File: src/pkg/pms_pkg.sv
// Register map, field positions, reset values and shared types of the power mode block
package pms_pkg;
  // Register indices; the bus byte address is four times the index
  localparam logic [15:0] PMS_IDX_SYSCTL_ONE = 16'hfff0;
  localparam logic [15:0] PMS_IDX_SYSCTL_TWO = 16'hfff1;
  localparam logic [15:0] PMS_IDX_IRQ_EN_TWO = 16'hfff4;
  localparam logic [15:0] PMS_IDX_IRQ_REQ_TWO = 16'hfff7;
  localparam logic [15:0] PMS_IDX_CLK_STOP_ONE = 16'hfffa;
  localparam logic [15:0] PMS_IDX_CLK_STOP_TWO = 16'hfffb;
  localparam logic [15:0] PMS_IDX_EVT_STATUS = 16'hffe0;
  localparam logic [15:0] PMS_IDX_EVT_MASK = 16'hffe1;

  // Field positions
  localparam int PMS_BIT_DS_CONV = 5;
  localparam int PMS_BIT_DEEP_SLEEP = 7;
  localparam int PMS_BIT_LOW_SPEED = 3;
  localparam int PMS_BIT_DIRECT = 3;
  localparam int PMS_BIT_MID_SPEED = 2;
  localparam int PMS_BIT_SERIAL_FOUR = 7;
  localparam int PMS_BIT_SERIAL_3CH1 = 6;
  localparam int PMS_BIT_SERIAL_3CH2 = 5;
  localparam int PMS_BIT_DS_CLK = 3;
  localparam int PMS_EVT_CONV_DONE = 0;
  localparam int PMS_EVT_SLEEP = 1;
  localparam int PMS_EVT_W = 2;

  // Reset values
  localparam logic [7:0] PMS_RST_CTRL = 8'h00;
  localparam logic [7:0] PMS_RST_CLK_STOP = 8'hff;
  localparam logic [PMS_EVT_W-1:0] PMS_RST_EVT = 2'h0;

  typedef enum logic [2:0] {
    PMS_MODE_ACTIVE = 3'b000,
    PMS_MODE_SLEEP = 3'b001,
    PMS_MODE_SUBSLEEP = 3'b010,
    PMS_MODE_STANDBY = 3'b011,
    PMS_MODE_WATCH = 3'b100,
    PMS_MODE_DIRECT = 3'b101
  } pms_mode_type;

  // Target of a sleep instruction and the clock used once it ends
  typedef struct packed {
    pms_mode_type mode;
    logic sub_clock;
    logic mid_speed;
  } pms_target_type;
endpackage : pms_pkg

File: src/design/pms_core.sv
// Power mode selection, module standby and converter interrupt registers on Wishbone
// Functional notes
// - Enable bit five gates converter interrupts
// - Conversion done sets request bit five
// - Writing zero clears flag; one ignored
// - Deep sleep bit picks standby or sleep
// - Low speed bit picks subclock after watch
// - Direct transfer joins selectors for target mode
// - Middle speed bit picks resume speed
// - Clock stop zero stops module, resets one
// - First clock stop register bit assignment
// - Bit three stops delta sigma converter
// - Serial three standby resets its registers
// - Masked ROM hides first register bit seven
//
// Local design decision: register access over Wishbone.
module pms_core
  import pms_pkg::*;
#(
  parameter int ADR_W = 18,
  parameter bit MASKED_ROM = 1'b0
) (
  input wire logic clk_i,
  input wire logic rst_i,
  input wire logic cyc_i,
  input wire logic stb_i,
  input wire logic we_i,
  input wire logic [ADR_W-1:0] adr_i,
  input wire logic [3:0] sel_i,
  input wire logic [31:0] dat_i,
  output logic [31:0] dat_o,
  output logic ack_o,
  input wire logic ds_conv_done_i,
  input wire logic sleep_exec_i,
  input wire logic timer_mode_select_bit_i,
  output logic ds_irq_o,
  output logic irq_o,
  output logic [7:0] clk_run_one_o,
  output logic [7:0] clk_run_two_o,
  output logic serial_three_reset_o,
  output pms_target_type target_o
);

  // Refuse an address bus too narrow for the sixteen bit register index
  if (ADR_W < 18) begin : g_adr_check
    $error("pms_core: ADR_W must be at least 18");
  end

  logic ack_q;
  logic [31:0] rdata_q;
  logic ds_conv_irq_enable_q;
  logic ds_conv_done_flag_q;
  logic ds_conv_done_flag_d;
  logic deep_sleep_select_q;
  logic low_speed_resume_q;
  logic direct_transfer_select_q;
  logic middle_speed_resume_q;
  logic [7:0] clk_stop_one_q;
  logic [7:0] clk_stop_two_q;
  logic [PMS_EVT_W-1:0] evt_status_q;
  logic [PMS_EVT_W-1:0] evt_status_d;
  logic [PMS_EVT_W-1:0] evt_mask_q;
  logic [PMS_EVT_W-1:0] evt_raise;
  logic ds_irq_q;
  logic irq_q;
  logic [7:0] run_one_q;
  logic serial_three_reset_q;
  pms_target_type target_q;
  pms_mode_type mode_sel;
  logic [15:0] idx;
  logic wr_fire;
  logic [7:0] wbyte;
  logic [7:0] rbyte;

  assign idx = adr_i[17:2];
  assign wbyte = dat_i[7:0];
  // A write lands on the edge at which the master sees ack
  assign wr_fire = cyc_i && stb_i && we_i && ack_q && sel_i[0];

  // Bus answer: one wait state, ack for one cycle
  always_ff @(posedge clk_i) begin
    if (rst_i) begin
      ack_q <= 1'b0;
    end else begin
      ack_q <= cyc_i && stb_i && !ack_q;
    end
  end

  always_comb begin
    rbyte = 8'h00;
    case (idx)
      PMS_IDX_SYSCTL_ONE: begin
        rbyte[PMS_BIT_DEEP_SLEEP] = deep_sleep_select_q;
        rbyte[PMS_BIT_LOW_SPEED] = low_speed_resume_q;
      end
      PMS_IDX_SYSCTL_TWO: begin
        rbyte[PMS_BIT_DIRECT] = direct_transfer_select_q;
        rbyte[PMS_BIT_MID_SPEED] = middle_speed_resume_q;
      end
      PMS_IDX_IRQ_EN_TWO: begin
        rbyte[PMS_BIT_DS_CONV] = ds_conv_irq_enable_q;
      end
      PMS_IDX_IRQ_REQ_TWO: begin
        rbyte[PMS_BIT_DS_CONV] = ds_conv_done_flag_q;
      end
      PMS_IDX_CLK_STOP_ONE: begin
        rbyte = clk_stop_one_q;
        if (MASKED_ROM) begin
          rbyte[PMS_BIT_SERIAL_FOUR] = 1'b0;
        end
      end
      PMS_IDX_CLK_STOP_TWO: begin
        rbyte = clk_stop_two_q;
      end
      PMS_IDX_EVT_STATUS: begin
        rbyte[PMS_EVT_W-1:0] = evt_status_q;
      end
      PMS_IDX_EVT_MASK: begin
        rbyte[PMS_EVT_W-1:0] = evt_mask_q;
      end
      default: begin
        rbyte = 8'h00;
      end
    endcase
  end

  always_ff @(posedge clk_i) begin
    if (rst_i) begin
      rdata_q <= 32'h0000_0000;
    end else begin
      rdata_q <= {24'h00_0000, rbyte};
    end
  end

  always_ff @(posedge clk_i) begin
    if (rst_i) begin
      ds_conv_irq_enable_q <= PMS_RST_CTRL[PMS_BIT_DS_CONV];
    end else if (wr_fire && idx == PMS_IDX_IRQ_EN_TWO) begin
      ds_conv_irq_enable_q <= wbyte[PMS_BIT_DS_CONV];
    end
  end

  always_comb begin
    ds_conv_done_flag_d = ds_conv_done_flag_q;
    if (wr_fire && idx == PMS_IDX_IRQ_REQ_TWO && !wbyte[PMS_BIT_DS_CONV]) begin
      ds_conv_done_flag_d = 1'b0;
    end
    if (ds_conv_done_i) begin
      ds_conv_done_flag_d = 1'b1;
    end
  end

  always_ff @(posedge clk_i) begin
    if (rst_i) begin
      ds_conv_done_flag_q <= PMS_RST_CTRL[PMS_BIT_DS_CONV];
    end else begin
      ds_conv_done_flag_q <= ds_conv_done_flag_d;
    end
  end

  always_ff @(posedge clk_i) begin
    if (rst_i) begin
      ds_irq_q <= 1'b0;
    end else begin
      ds_irq_q <= ds_conv_done_flag_q && ds_conv_irq_enable_q;
    end
  end

  always_ff @(posedge clk_i) begin
    if (rst_i) begin
      deep_sleep_select_q <= PMS_RST_CTRL[PMS_BIT_DEEP_SLEEP];
      low_speed_resume_q <= PMS_RST_CTRL[PMS_BIT_LOW_SPEED];
    end else if (wr_fire && idx == PMS_IDX_SYSCTL_ONE) begin
      deep_sleep_select_q <= wbyte[PMS_BIT_DEEP_SLEEP];
      low_speed_resume_q <= wbyte[PMS_BIT_LOW_SPEED];
    end
  end

  always_ff @(posedge clk_i) begin
    if (rst_i) begin
      direct_transfer_select_q <= PMS_RST_CTRL[PMS_BIT_DIRECT];
      middle_speed_resume_q <= PMS_RST_CTRL[PMS_BIT_MID_SPEED];
    end else if (wr_fire && idx == PMS_IDX_SYSCTL_TWO) begin
      direct_transfer_select_q <= wbyte[PMS_BIT_DIRECT];
      middle_speed_resume_q <= wbyte[PMS_BIT_MID_SPEED];
    end
  end

  always_comb begin
    mode_sel = PMS_MODE_SLEEP;
    if (direct_transfer_select_q) begin
      mode_sel = PMS_MODE_DIRECT;
    end else if (deep_sleep_select_q) begin
      mode_sel = timer_mode_select_bit_i ? PMS_MODE_WATCH : PMS_MODE_STANDBY;
    end else begin
      mode_sel = low_speed_resume_q ? PMS_MODE_SUBSLEEP : PMS_MODE_SLEEP;
    end
  end

  always_ff @(posedge clk_i) begin
    if (rst_i) begin
      target_q <= '{mode: PMS_MODE_ACTIVE, sub_clock: 1'b0, mid_speed: 1'b0};
    end else if (sleep_exec_i) begin
      target_q.mode <= mode_sel;
      target_q.sub_clock <= low_speed_resume_q;
      target_q.mid_speed <= middle_speed_resume_q;
    end
  end

  always_ff @(posedge clk_i) begin
    if (rst_i) begin
      clk_stop_one_q <= PMS_RST_CLK_STOP;
      clk_stop_two_q <= PMS_RST_CLK_STOP;
    end else if (wr_fire && idx == PMS_IDX_CLK_STOP_ONE) begin
      clk_stop_one_q <= wbyte;
      if (MASKED_ROM) begin
        clk_stop_one_q[PMS_BIT_SERIAL_FOUR] <= PMS_RST_CLK_STOP[PMS_BIT_SERIAL_FOUR];
      end
    end else if (wr_fire && idx == PMS_IDX_CLK_STOP_TWO) begin
      clk_stop_two_q <= wbyte;
    end
  end

  always_ff @(posedge clk_i) begin
    if (rst_i) begin
      run_one_q <= PMS_RST_CLK_STOP;
    end else begin
      run_one_q <= clk_stop_one_q;
      if (MASKED_ROM) begin
        run_one_q[PMS_BIT_SERIAL_FOUR] <= 1'b0;
      end
    end
  end

  always_ff @(posedge clk_i) begin
    if (rst_i) begin
      serial_three_reset_q <= 1'b0;
    end else begin
      serial_three_reset_q <= !(clk_stop_one_q[PMS_BIT_SERIAL_3CH1]
                                && clk_stop_one_q[PMS_BIT_SERIAL_3CH2]);
    end
  end

  // Event status, set wins over write one to clear
  assign evt_raise = {sleep_exec_i, ds_conv_done_i};
  genvar g;
  generate
    for (g = 0; g < PMS_EVT_W; g++) begin : g_evt
      assign evt_status_d[g] = evt_raise[g] || (evt_status_q[g]
        && !(wr_fire && idx == PMS_IDX_EVT_STATUS && wbyte[g]));
    end
  endgenerate

  always_ff @(posedge clk_i) begin
    if (rst_i) begin
      evt_status_q <= PMS_RST_EVT;
    end else begin
      evt_status_q <= evt_status_d;
    end
  end

  always_ff @(posedge clk_i) begin
    if (rst_i) begin
      evt_mask_q <= PMS_RST_EVT;
    end else if (wr_fire && idx == PMS_IDX_EVT_MASK) begin
      evt_mask_q <= wbyte[PMS_EVT_W-1:0];
    end
  end

  always_ff @(posedge clk_i) begin
    if (rst_i) begin
      irq_q <= 1'b0;
    end else begin
      irq_q <= |(evt_status_q & evt_mask_q);
    end
  end

  assign ack_o = ack_q;
  assign dat_o = rdata_q;
  assign ds_irq_o = ds_irq_q;
  assign irq_o = irq_q;
  assign clk_run_one_o = run_one_q;
  assign clk_run_two_o = clk_stop_two_q;
  assign serial_three_reset_o = serial_three_reset_q;
  assign target_o = target_q;
endmodule : pms_core

File: config.mk
export PLATFORM = sky130hd
export DESIGN_NAME = pms_core
export DESIGN_NICKNAME = d
export VERILOG_FILES = /design/src/pkg/pms_pkg.sv /design/src/design/pms_core.sv
export SDC_FILE = /design/constraint.sdc
export NUM_CORES = 1
export LEC_CHECK = 0
export ABC_AREA = 1
export BUFFER_PORTS_ARGS = -buffer_cell sky130_fd_sc_hd__buf_2
export CAP_MARGIN = 40
export CORE_ASPECT_RATIO = 1.5
export CORE_MARGIN = 2
export CORE_UTILIZATION = 45
export DETAILED_ROUTE_END_ITERATION = 10
export PLACE_DENSITY = 0.78
export SLEW_MARGIN = 15
export SYNTH_ARGS = -nofsm -noshare
export SYNTH_HDL_FRONTEND = slang
export SYNTH_SLANG_ARGS = --single-unit
File: constraint.sdc
create_clock -name clk_i -period 1.4 [get_ports clk_i]
set_input_delay 0.14 -clock clk_i [delete_from_list [all_inputs] [get_ports clk_i]]
set_output_delay 0.14 -clock clk_i [all_outputs]
set_load 0.1 [all_outputs]
Word-level counts from Yosys, hierarchy flattened
Cells that the tools add are included.
- output and inout bits: 57
- register bits: 75
- word-level logic and storage cells: 73
- bits of input ports: 62
- reduce and logical (&&, ||, !) cells: 30
- multiplexer cells: 13
- bitwise logic cells: 2
- equality and inequality tests: 8
- operators by type and width (kind ; number):
    == test 16 bit (second input constant) ; 8
    logical AND 1 bit ; 20
    2-to-1 mux 3 bit ; 3
    case mux 1 bit (4 select lines) ; 2
    case mux 2 bit (4 select lines) ; 1
    case mux 1 bit (3 select lines) ; 2
    logical NOT 1 bit ; 5
    case mux 1 bit (2 select lines) ; 2
    AND 2 bit ; 1
    logical OR 1 bit ; 2
    2-to-1 mux 1 bit ; 2
    2-to-1 mux 2 bit ; 1
    AND reduction 2 bit ; 1
    nonzero test 2 bit ; 1
    OR reduction 2 bit ; 1
    inverter 1 bit ; 1

Depth between registers and ports, before layout
Gate-level depths: netlist of the first run.
- word-level depth: 9
- mapped depth: 9
- mapped depth without buffers: 9

Worst setup path after synthesis of the first run
No wires, ideal clock.
- path kind: reg-to-reg
- from: register ack_q (netlist: ack_o)
- to: register clk_stop_one_q[3]
- path buffers: 0
- cell stages (with the launch flop): 8
- required time: 1.270 ns
- library setup time: 0.130 ns
- slack: -0.577 ns
- clock period less this slack: 1.977 ns
- data arrival time: 1.847 ns
- path through: dfxtp_1 -> nand3_1 -> nor2_4 -> inv_1 -> nor2_8 -> inv_4 -> nand2_1 -> nand3_1
- cells in the longest elaborated chain, start to end: 3
- RTL lines (element ; line ; text):
    from (decl) ; pms_core.sv:49 ; logic ack_q;
    from (signal assigned) ; pms_core.sv:85 ; ack_q <= cyc_i && stb_i && !ack_q;
    logical AND 1 bit (2 in a row) ; pms_core.sv:78 ; assign wr_fire = cyc_i && stb_i && we_i && ack_q && sel_i[0];
    logical AND 1 bit ; pms_core.sv:214 ; end else if (wr_fire && idx == PMS_IDX_CLK_STOP_ONE) begin
    to (signal assigned) ; pms_core.sv:215 ; clk_stop_one_q <= wbyte;
    to (signal, indexed assignment) ; pms_core.sv:217 ; clk_stop_one_q[PMS_BIT_SERIAL_FOUR] <= PMS_RST_CLK_STOP[PMS_BIT_SERIAL_FOUR];
    to (decl) ; pms_core.sv:58 ; logic [7:0] clk_stop_one_q;
No other way between the ends.
A chain may end at the register's enable or synchronous reset.

Worst setup path in the final report of the first run
- from: register ack_q (netlist: ack_o)
- to: register clk_stop_two_q[2] (netlist: clk_run_two_o[2])
- cells in the longest elaborated chain, start to end: 5
- elaborated cells on any way between the ends: 6
- classes of those cells: 1 x bitwise; 5 x reduce/logical
- RTL lines (element ; line ; text):
    logical AND 1 bit (*) (2 in a row) ; pms_core.sv:78 ;
    logical AND 1 bit ; pms_core.sv:214 ;
    inverter 1 bit (no line) ; - ;
    AND reduction 2 bit (no line) (*) ; - ;
    to (signal assigned) ; pms_core.sv:220 ; clk_stop_two_q <= wbyte;
    to (decl) ; pms_core.sv:59 ; logic [7:0] clk_stop_two_q;
Mark *: on every way between the ends. The rest lies on a longest branch, timed or not.

==> results.cfg, run 1 <==
[yosys]
yosys-top-cells-count = 81 x nand2_1, 51 x dfxtp_1, 42 x nand3_1
syn_inst = 314
synth_seq_cells = 51
synth_edf_count = 0
yosysMostFrequentCell = nand2_1
syn_area_per_cell_um2 = 7.56
ys_seq_area_frac = 0.430
yosys_warnings = 0
synth_area_leaders = dfxtp_1 43%, nand2_1 13%, nand3_1 8.9%, buf_4 7.6%, nor2_1 5.5%
synth_top_area_cell = dfxtp_1
async_flop_share = 0
synth_area_mm2 = 0.00237
ys_types = 26
synth_top_cell_area_share = 0.430
ys.flop_type = dfxtp_1

[worst_hold_path]
holdPathEnd = evt_status_q[0]
hold_path.class = input port to flop
hp-start = ds_conv_done_i
holdPathStages = 3

[setup_path]
r2r-start = ack_o
arrival_ns = 1.46
r2r_slack_ns = 0.12
startpoint = ack_o
crit_type = flop to flop
start_kind = flop
r2r-end = clk_run_two_o[2]
end_kind = flop
r2r_cells = 5
cp.required_ns = 1.58
crit_fanout = 11

[grt]
antenna_found_initial = 0
grt_first_pass_wirelength_um = 8540
grt_pass1_vias = 1947
grt_max_degree = 30
grt_use_total = 0.184
grt_overflow = 0

[clock_tree]
htree_levels = 2
clkSlewWorstSetupHoldPaths_ns = 0.09
cts.sinks = 51
cts-resized-gates = 0
post-cts-setup-buffer-count = 0
clk-insertion-delay-late_ns = 0.30
clk_path_buf_depth = 2
root_buffer = clkbuf_8
cts_made_buffers = 5
postCtsHoldBufs = 0
cts_tree = done

[routing]
route.antenna.remaining_nets = 0
firstDrtPassIters = 4
viasPerCell = 4.78
drt-initial-drc-count = 58
routed_wirelength_um = 5290
wl_per_cell_um = 11.7
drc = 0
vias = 2154

[die]
die_y_um = 92.9
row_count = 32
fp.dieArea_mm2 = 0.00588
start_util = 0.463
core_area_mm2 = 0.00512
die_w_um = 63.3
ios = 119

[final_layout]
nNetsFinal = 444
design_area_mm2 = 0.00279
syn_to_final_growth_pct = 17.6
final_util = 0.544
diodes = 0
drive_above_1_share = 0.290
fillers = 544

[sta]
setup_viol = 0
finalClockSkew_ns = 0.00611
rsz0062_at_grt = false
fmax_ghz = 0.778
finalMaxSlewViolations = 0
tns_ns = 0
fin_crit_sh = 0.918
finalHoldViolCount = 0
period_minus_slack_ns = 1.28

[power]
leakage_nw = 1.42
power.density_mw_per_mm2 = 1000
total_power_mw = 2.79
peakVddDrop_uv = 674

[run]
drv_cap = 0

[place]
io_buffers = 65
place.gp.congestion = 0.806
dpl_cell_area_mm2 = 0.00271
hpwlAfterDp_um = 4070

[outcome]
outcome = completed
-- area by class of cell --
cell class | count | area (um^2) | share of cell area
multi-input combinational | 231 | 1110 | 0.397
sequential | 51 | 1020 | 0.367
timing repair buffer | 72 | 403 | 0.144
tap | 68 | 85.1 | 0.0305
inverter | 21 | 83.8 | 0.0301
clock buffer | 6 | 72.6 | 0.0260
clock inverter | 2 | 11.3 | 0.00404
-- cell families (layout without fill, tap and decap cells) --
| kind of cell | Yosys count | in the layout | synth area share |
|---|---|---|---|
| flip-flops | 51 | 51 | 0.430 |
| AO/OA/AOI/OAI | 18 | 18 | 0.0501 |
| buffers and inverters | 55 | 101 | 0.141 |
| AND/OR/NAND/NOR | 189 | 189 | 0.377 |
| other | 1 | 24 | 0.00158 |
-- cell usage in the layout, fill, tap and decap left out --
cell type,count
buf_12,2
nand4_1,8
nor2_2,3
o211ai_2,3
nor2_1,35
o221ai_1,1
dfxtp_1,50
nand2_1,81
inv_4,3
clkbuf_8,5
a21boi_0,1
a21oi_1,9
buf_4,5
nand3_2,2
inv_2,3
nand2_2,3
nand2_4,1
or2_2,8
nor2_8,2
conb_1,24
clkbuf_1,1
o21ai_0,4
inv_1,16
buf_2,65
dfxtp_4,1
nand3_1,41
clkinv_2,1
nor3_1,1
nor2_4,4
-- flip-flops by register name, summed over array words and instances (netlist names), 2 cells and up --
register        flops
target_o            5
clk_run_one_o       8
evt_status_q        2
dat_o               8
clk_run_two_o       8
evt_mask_q          2
clk_stop_one_q      8
-- stage by stage --
| step | hold WS, ns | instances | setup WS, ns |
|---|---|---|---|
| final | 0.0674 | 451 | 0.115 |
| after global routing | 0.0760 | 451 | 0.0226 |
| after CTS | 0.0720 | 451 | 0.111 |
| after detailed placement | 0.381 | 443 | -0.00748 |
| after global placement | 0.375 | 443 | 0.0356 |
| after floorplan | 0.230 | 337 | 0.00557 |
-- report_power, final --
| group | switching, mW | total, mW | internal, mW |
|---|---|---|---|
| Sequential | 0.00985 | 1.47 | 1.46 |
| Clock | 0.466 | 0.818 | 0.352 |
| Combinational | 0.434 | 0.501 | 0.0670 |
-- worst max path at each step --
stage                              to  depth (start not counted)
floorplan           clk_stop_one_q[3]                          7
global placement     clk_run_two_o[3]                          8
detailed placement   clk_run_two_o[2]                          8
CTS                  clk_run_two_o[2]                          5
global route         clk_run_two_o[2]                          5
finish               clk_run_two_o[2]                          5
-- routing by layer --
metal,up-vias,wire length (um),global-route usage
met1,963,1960,0.192
met5,-,0,0
li1,1092,-,-
met2,84,2840,0.352
met4,0,166,0.0779
met3,15,322,0.0365
-- worst max-delay path: stages, from the launching register on --
cell and delay (ns):
dfxtp_4 0.36, nand3_2 0.09, nor2_4 0.13, nand2_1 0.31, nand2_1 0.19, o211ai_2 0.09
No activity file was read; power rests on OpenSTA's default activity.
==> inputs of run 2 (changes only) <==
Settings changed: CAP_MARGIN 40 to 20, CORE_MARGIN 2 to not set.
==> results.cfg, run 2 (synthesis gave the netlist of run 1 again) <==
[routing]
route.antenna.remaining_nets = 0
firstDrtPassIters = 4
viasPerCell = 4.79
drc = 0
routed_wirelength_um = 5230
vias = 2168
wl_per_cell_um = 11.5
drt-initial-drc-count = 71

[die]
ios = 119
core_area_mm2 = 0.00512
fp.dieArea_mm2 = 0.00557
row_count = 32
start_util = 0.463
die_y_um = 90.9
die_w_um = 61.3

[grt]
grt_overflow = 0
use_met2 = 0.351
top_usage_layer = met2
grt_max_degree = 23
grt_first_pass_wirelength_um = 8360
antenna_found_initial = 0
grtUsageMet3 = 0.0344
grt_pass1_vias = 1967
grt_use_total = 0.200
use_met1 = 0.223

[clock_tree]
clk-insertion-delay-late_ns = 0.30
clkSlewWorstSetupHoldPaths_ns = 0.09
postCtsHoldBufs = 0
cts_made_buffers = 5
cts.sinks = 51
cts_tree = done
cts-resized-gates = 0
post-cts-setup-buffer-count = 0
clk_path_buf_depth = 2
htree_levels = 2
root_buffer = clkbuf_8

[outcome]
outcome = completed

[power]
peakVddDrop_uv = 668
total_power_mw = 3.10
leakage_nw = 1.44
power.density_mw_per_mm2 = 1100

[setup_path]
end_kind = primary output
r2r-end = clk_run_two_o[3]
slowest_delay_ns = 0.45
path_depth = 1
arrival_ns = 1.13
crit_buf_inv = 1
crit_chain = buf_2
crit_type = flop to primary output
critical-path-slowest-cell = buf_2
r2r_cells = 5
r2r-start = ack_o
startpoint = clk_run_two_o[1]
cp.required_ns = 1.26
path_delay_family = buffers and inverters
start_kind = flop
r2r_slack_ns = 0.14
cp-endpoint = clk_run_two_o[1]
crit_fanout = 3

[final_layout]
diodes = 0
nNetsFinal = 446
syn_to_final_growth_pct = 19.0
drive_above_1_share = 0.294
final_cell_mix = 81 x nand2_1, 65 x buf_2, 50 x dfxtp_1
design_area_mm2 = 0.00282
mostFrequentLayoutCell = nand2_1
fillers = 532

[place]
io_buffers = 65
place.gp.congestion = 0.816
hpwlAfterDp_um = 3970
dpl_cell_area_mm2 = 0.00270

[worst_hold_path]
hold_path.class = input port to flop

[sta]
setup_viol = 0
finalMaxSlewViolations = 0
rsz0062_at_grt = false
finalHoldViolCount = 0
tns_ns = 0
period_minus_slack_ns = 1.27
finalClockSkew_ns = 0.00296
fmax_ghz = 0.787
fin_crit_sh = 0.908

[run]
drv_cap = 0
-- run 2: worst min path at each step --
stage	cells past startpoint	startpoint	endpoint	slack (ns)
global route	3	dat_i[6]	clk_stop_one_q[6]	0.07
detailed placement	3	dat_i[4]	clk_stop_one_q[4]	0.37
finish	3	ds_conv_done_i	evt_status_q[0]	0.06
global placement	3	dat_i[4]	clk_stop_one_q[4]	0.37
floorplan	1	sleep_exec_i	target_o[1]	0.23
CTS	3	ds_conv_done_i	evt_status_q[0]	0.06
-- run 2: routing by layer --
| metal | part of all wire | up-vias | wire [um] |
|---|---|---|---|
| met5 | 0 | - | 0 |
| met4 | 0.031 | 0 | 164 |
| met3 | 0.045 | 15 | 234 |
| met2 | 0.54 | 72 | 2800 |
| met1 | 0.39 | 992 | 2030 |
| li1 | - | 1089 | - |
-- run 2: area by class of cell --
class / count / area, um^2 / area share
Multi-Input combinational cell: 231 / 1110 / 0.393
Sequential cell: 51 / 1020 / 0.363
Timing Repair Buffer: 74 / 393 / 0.139
Clock buffer: 7 / 97.6 / 0.0346
Tap cell: 68 / 85.1 / 0.0301
Inverter: 21 / 83.8 / 0.0297
Clock inverter: 1 / 30.0 / 0.0106
-- run 2: power breakdown --
part	switching (mW)	internal, mW
Combinational	0.433	0.0664
Clock	0.484	0.643
Sequential	0.00975	1.46
Total	0.927	2.17
-- run 2: through the flow --
step                      cells   util  worst slack (ns)  hold WS [ns]
final                       453  0.551             0.129        0.0594
after global routing        453  0.551            0.0301        0.0690
after CTS                   453  0.551             0.132        0.0576
after detailed placement    445  0.526            0.0289         0.374
after global placement      445  0.526            0.0454         0.371
after floorplan             337      -           0.00557         0.230
==> inputs of run 3 (changes only) <==
Settings changed: SETUP_SLACK_MARGIN set to 0.5.
==> results.cfg, run 3 (synthesis gave the netlist of run 1 again) <==
[outcome]
outcome = completed

[final_layout]
seqCellArea_mm2 = 0.00110
mostFrequentLayoutCell = nand2_1
final_cell_mix = 61 x nand2_1, 35 x buf_12, 31 x nand3_1
nNetsFinal = 474
multi_input_area_mm2 = 0.00136
diodes = 0
fillers = 329
syn_to_final_growth_pct = 65.4
drive_above_1_share = 0.530
design_area_mm2 = 0.00392

[routing]
route.antenna.remaining_nets = 0
firstDrtPassIters = 4
vias = 2462
drc = 0
wl_per_cell_um = 14.8
drt-initial-drc-count = 123
viasPerCell = 5.12
routed_wirelength_um = 7120

[sta]
fin_crit_sh = 0.896
fmax_ghz = 0.797
finalHoldViolCount = 0
finalMaxSlewViolations = 0
setup_viol = 0
period_minus_slack_ns = 1.25
rsz0062_at_grt = true
finalClockSkew_ns = 0.00800

[grt]
grt_overflow = 0
grt_pass1_vias = 2281
grt_first_pass_wirelength_um = 9890
grt_use_total = 0.238
antenna_found_initial = 0
grt_max_degree = 21

[die]
die_y_um = 90.9
die_w_um = 61.3
row_count = 32
start_util = 0.463
core_area_mm2 = 0.00512
ios = 119
fp.dieArea_mm2 = 0.00557

[worst_hold_path]
holdPathEnd = evt_status_q[0]
hp-start = ds_conv_done_i
hold_path.class = input port to flop
holdPathStages = 3

[setup_path]
r2r-end = clk_stop_one_q[3]
cp.required_ns = 1.60
arrival_ns = 1.45
r2r_cells = 7
crit_type = flop to flop
r2r_slack_ns = 0.15
crit_fanout = 8
start_kind = flop
end_kind = flop
r2r-start = ack_o

[clock_tree]
root_buffer = clkbuf_8
clkSlewWorstSetupHoldPaths_ns = 0.09
cts.sinks = 51
cts_made_buffers = 5
htree_levels = 2
clk-insertion-delay-late_ns = 0.31
clk_path_buf_depth = 2
cts_tree = done

[run]
drv_cap = 0

[power]
power.density_mw_per_mm2 = 731
total_power_mw = 2.87
leakage_nw = 1.82
peakVddDrop_uv = 477

[place]
place.gp.congestion = 0.826
io_buffers = 65
dpl_cell_area_mm2 = 0.00285
hpwlAfterDp_um = 3800
==> run 3: how the worst max path moves through the flow <==
| stage | startpoint | cells after the start | to | slack (ns) |
|---|---|---|---|---|
| after floorplan | ack_o | 7 | clk_stop_one_q[3] | 0.05 |
| after global placement | adr_i[9] | 8 | clk_run_two_o[2] | 0.01 |
| after detailed placement | adr_i[9] | 8 | clk_run_two_o[3] | -0.02 |
| after CTS | ack_o | 7 | deep_sleep_select_q | 0.23 |
| after global routing | ack_o | 7 | clk_stop_one_q[3] | 0.10 |
| final | ack_o | 7 | clk_stop_one_q[3] | 0.15 |
==> run 3: timing repair <==
action,4_1_cts,5_1_grt
endpoints found under the setup margin,64,69
gates cloned,1,1
pin swaps,4,26
endpoints found under the hold margin,0,0
hold buffers,0,0
setup buffers,16,8
gates resized for setup,155,50
==> run 3: critical path, cell delays in order, from the launching register on <==
cell     delay (ns)
dfxtp_4        0.37
nand3_4        0.06
nor2_4         0.19
inv_4          0.09
nor2_8         0.18
inv_6          0.07
nand2_1        0.10
nand3_1        0.09
==> run 3: metrics by stage <==
step / hold WS (ns) / setup TNS [ns] / cells / utilization / worst slack, ns
4_1_cts: 0.0402 / 0 / 472 / 0.714 / 0.233
2_1_floorplan: 0.220 / 0 / 337 / - / 0.0544
3_3_place_gp: 0.359 / 0 / 447 / 0.555 / 0.0104
3_5_place_dp: 0.364 / -0.0436 / 447 / 0.555 / -0.0247
5_1_grt: 0.0800 / 0 / 481 / 0.766 / 0.104
6_report: 0.0665 / 0 / 481 / 0.766 / 0.145
==> run 3: cell type report <==
class / count / area share
clock buffer: 6 / 0.0185
clock inverter: 2 / 0.00319
multi-input combinational: 232 / 0.347
tap: 68 / 0.0217
inverter: 21 / 0.0258
timing repair buffer: 100 / 0.300
timing repair inverter: 1 / 0.00223
sequential: 51 / 0.281
==> run 3: power breakdown <==
| part | internal (mW) | total (mW) | switching (mW) |
|---|---|---|---|
| sequential | 1.44 | 1.45 | 0.0142 |
| clock | 0.350 | 0.837 | 0.487 |
| combinational | 0.115 | 0.578 | 0.463 |
| total | 1.91 | 2.87 | 0.964 |
==> run 3: routing by layer <==
metal  routed length [um]  up-vias  part of all wire  track usage
li1                     -     1155                 -            -
met1                 2450     1146              0.34        0.246
met2                 3930      136              0.55        0.426
met3                  445       25             0.063       0.0487
met4                  287        0             0.040        0.117
met5                    0        -                 0            0
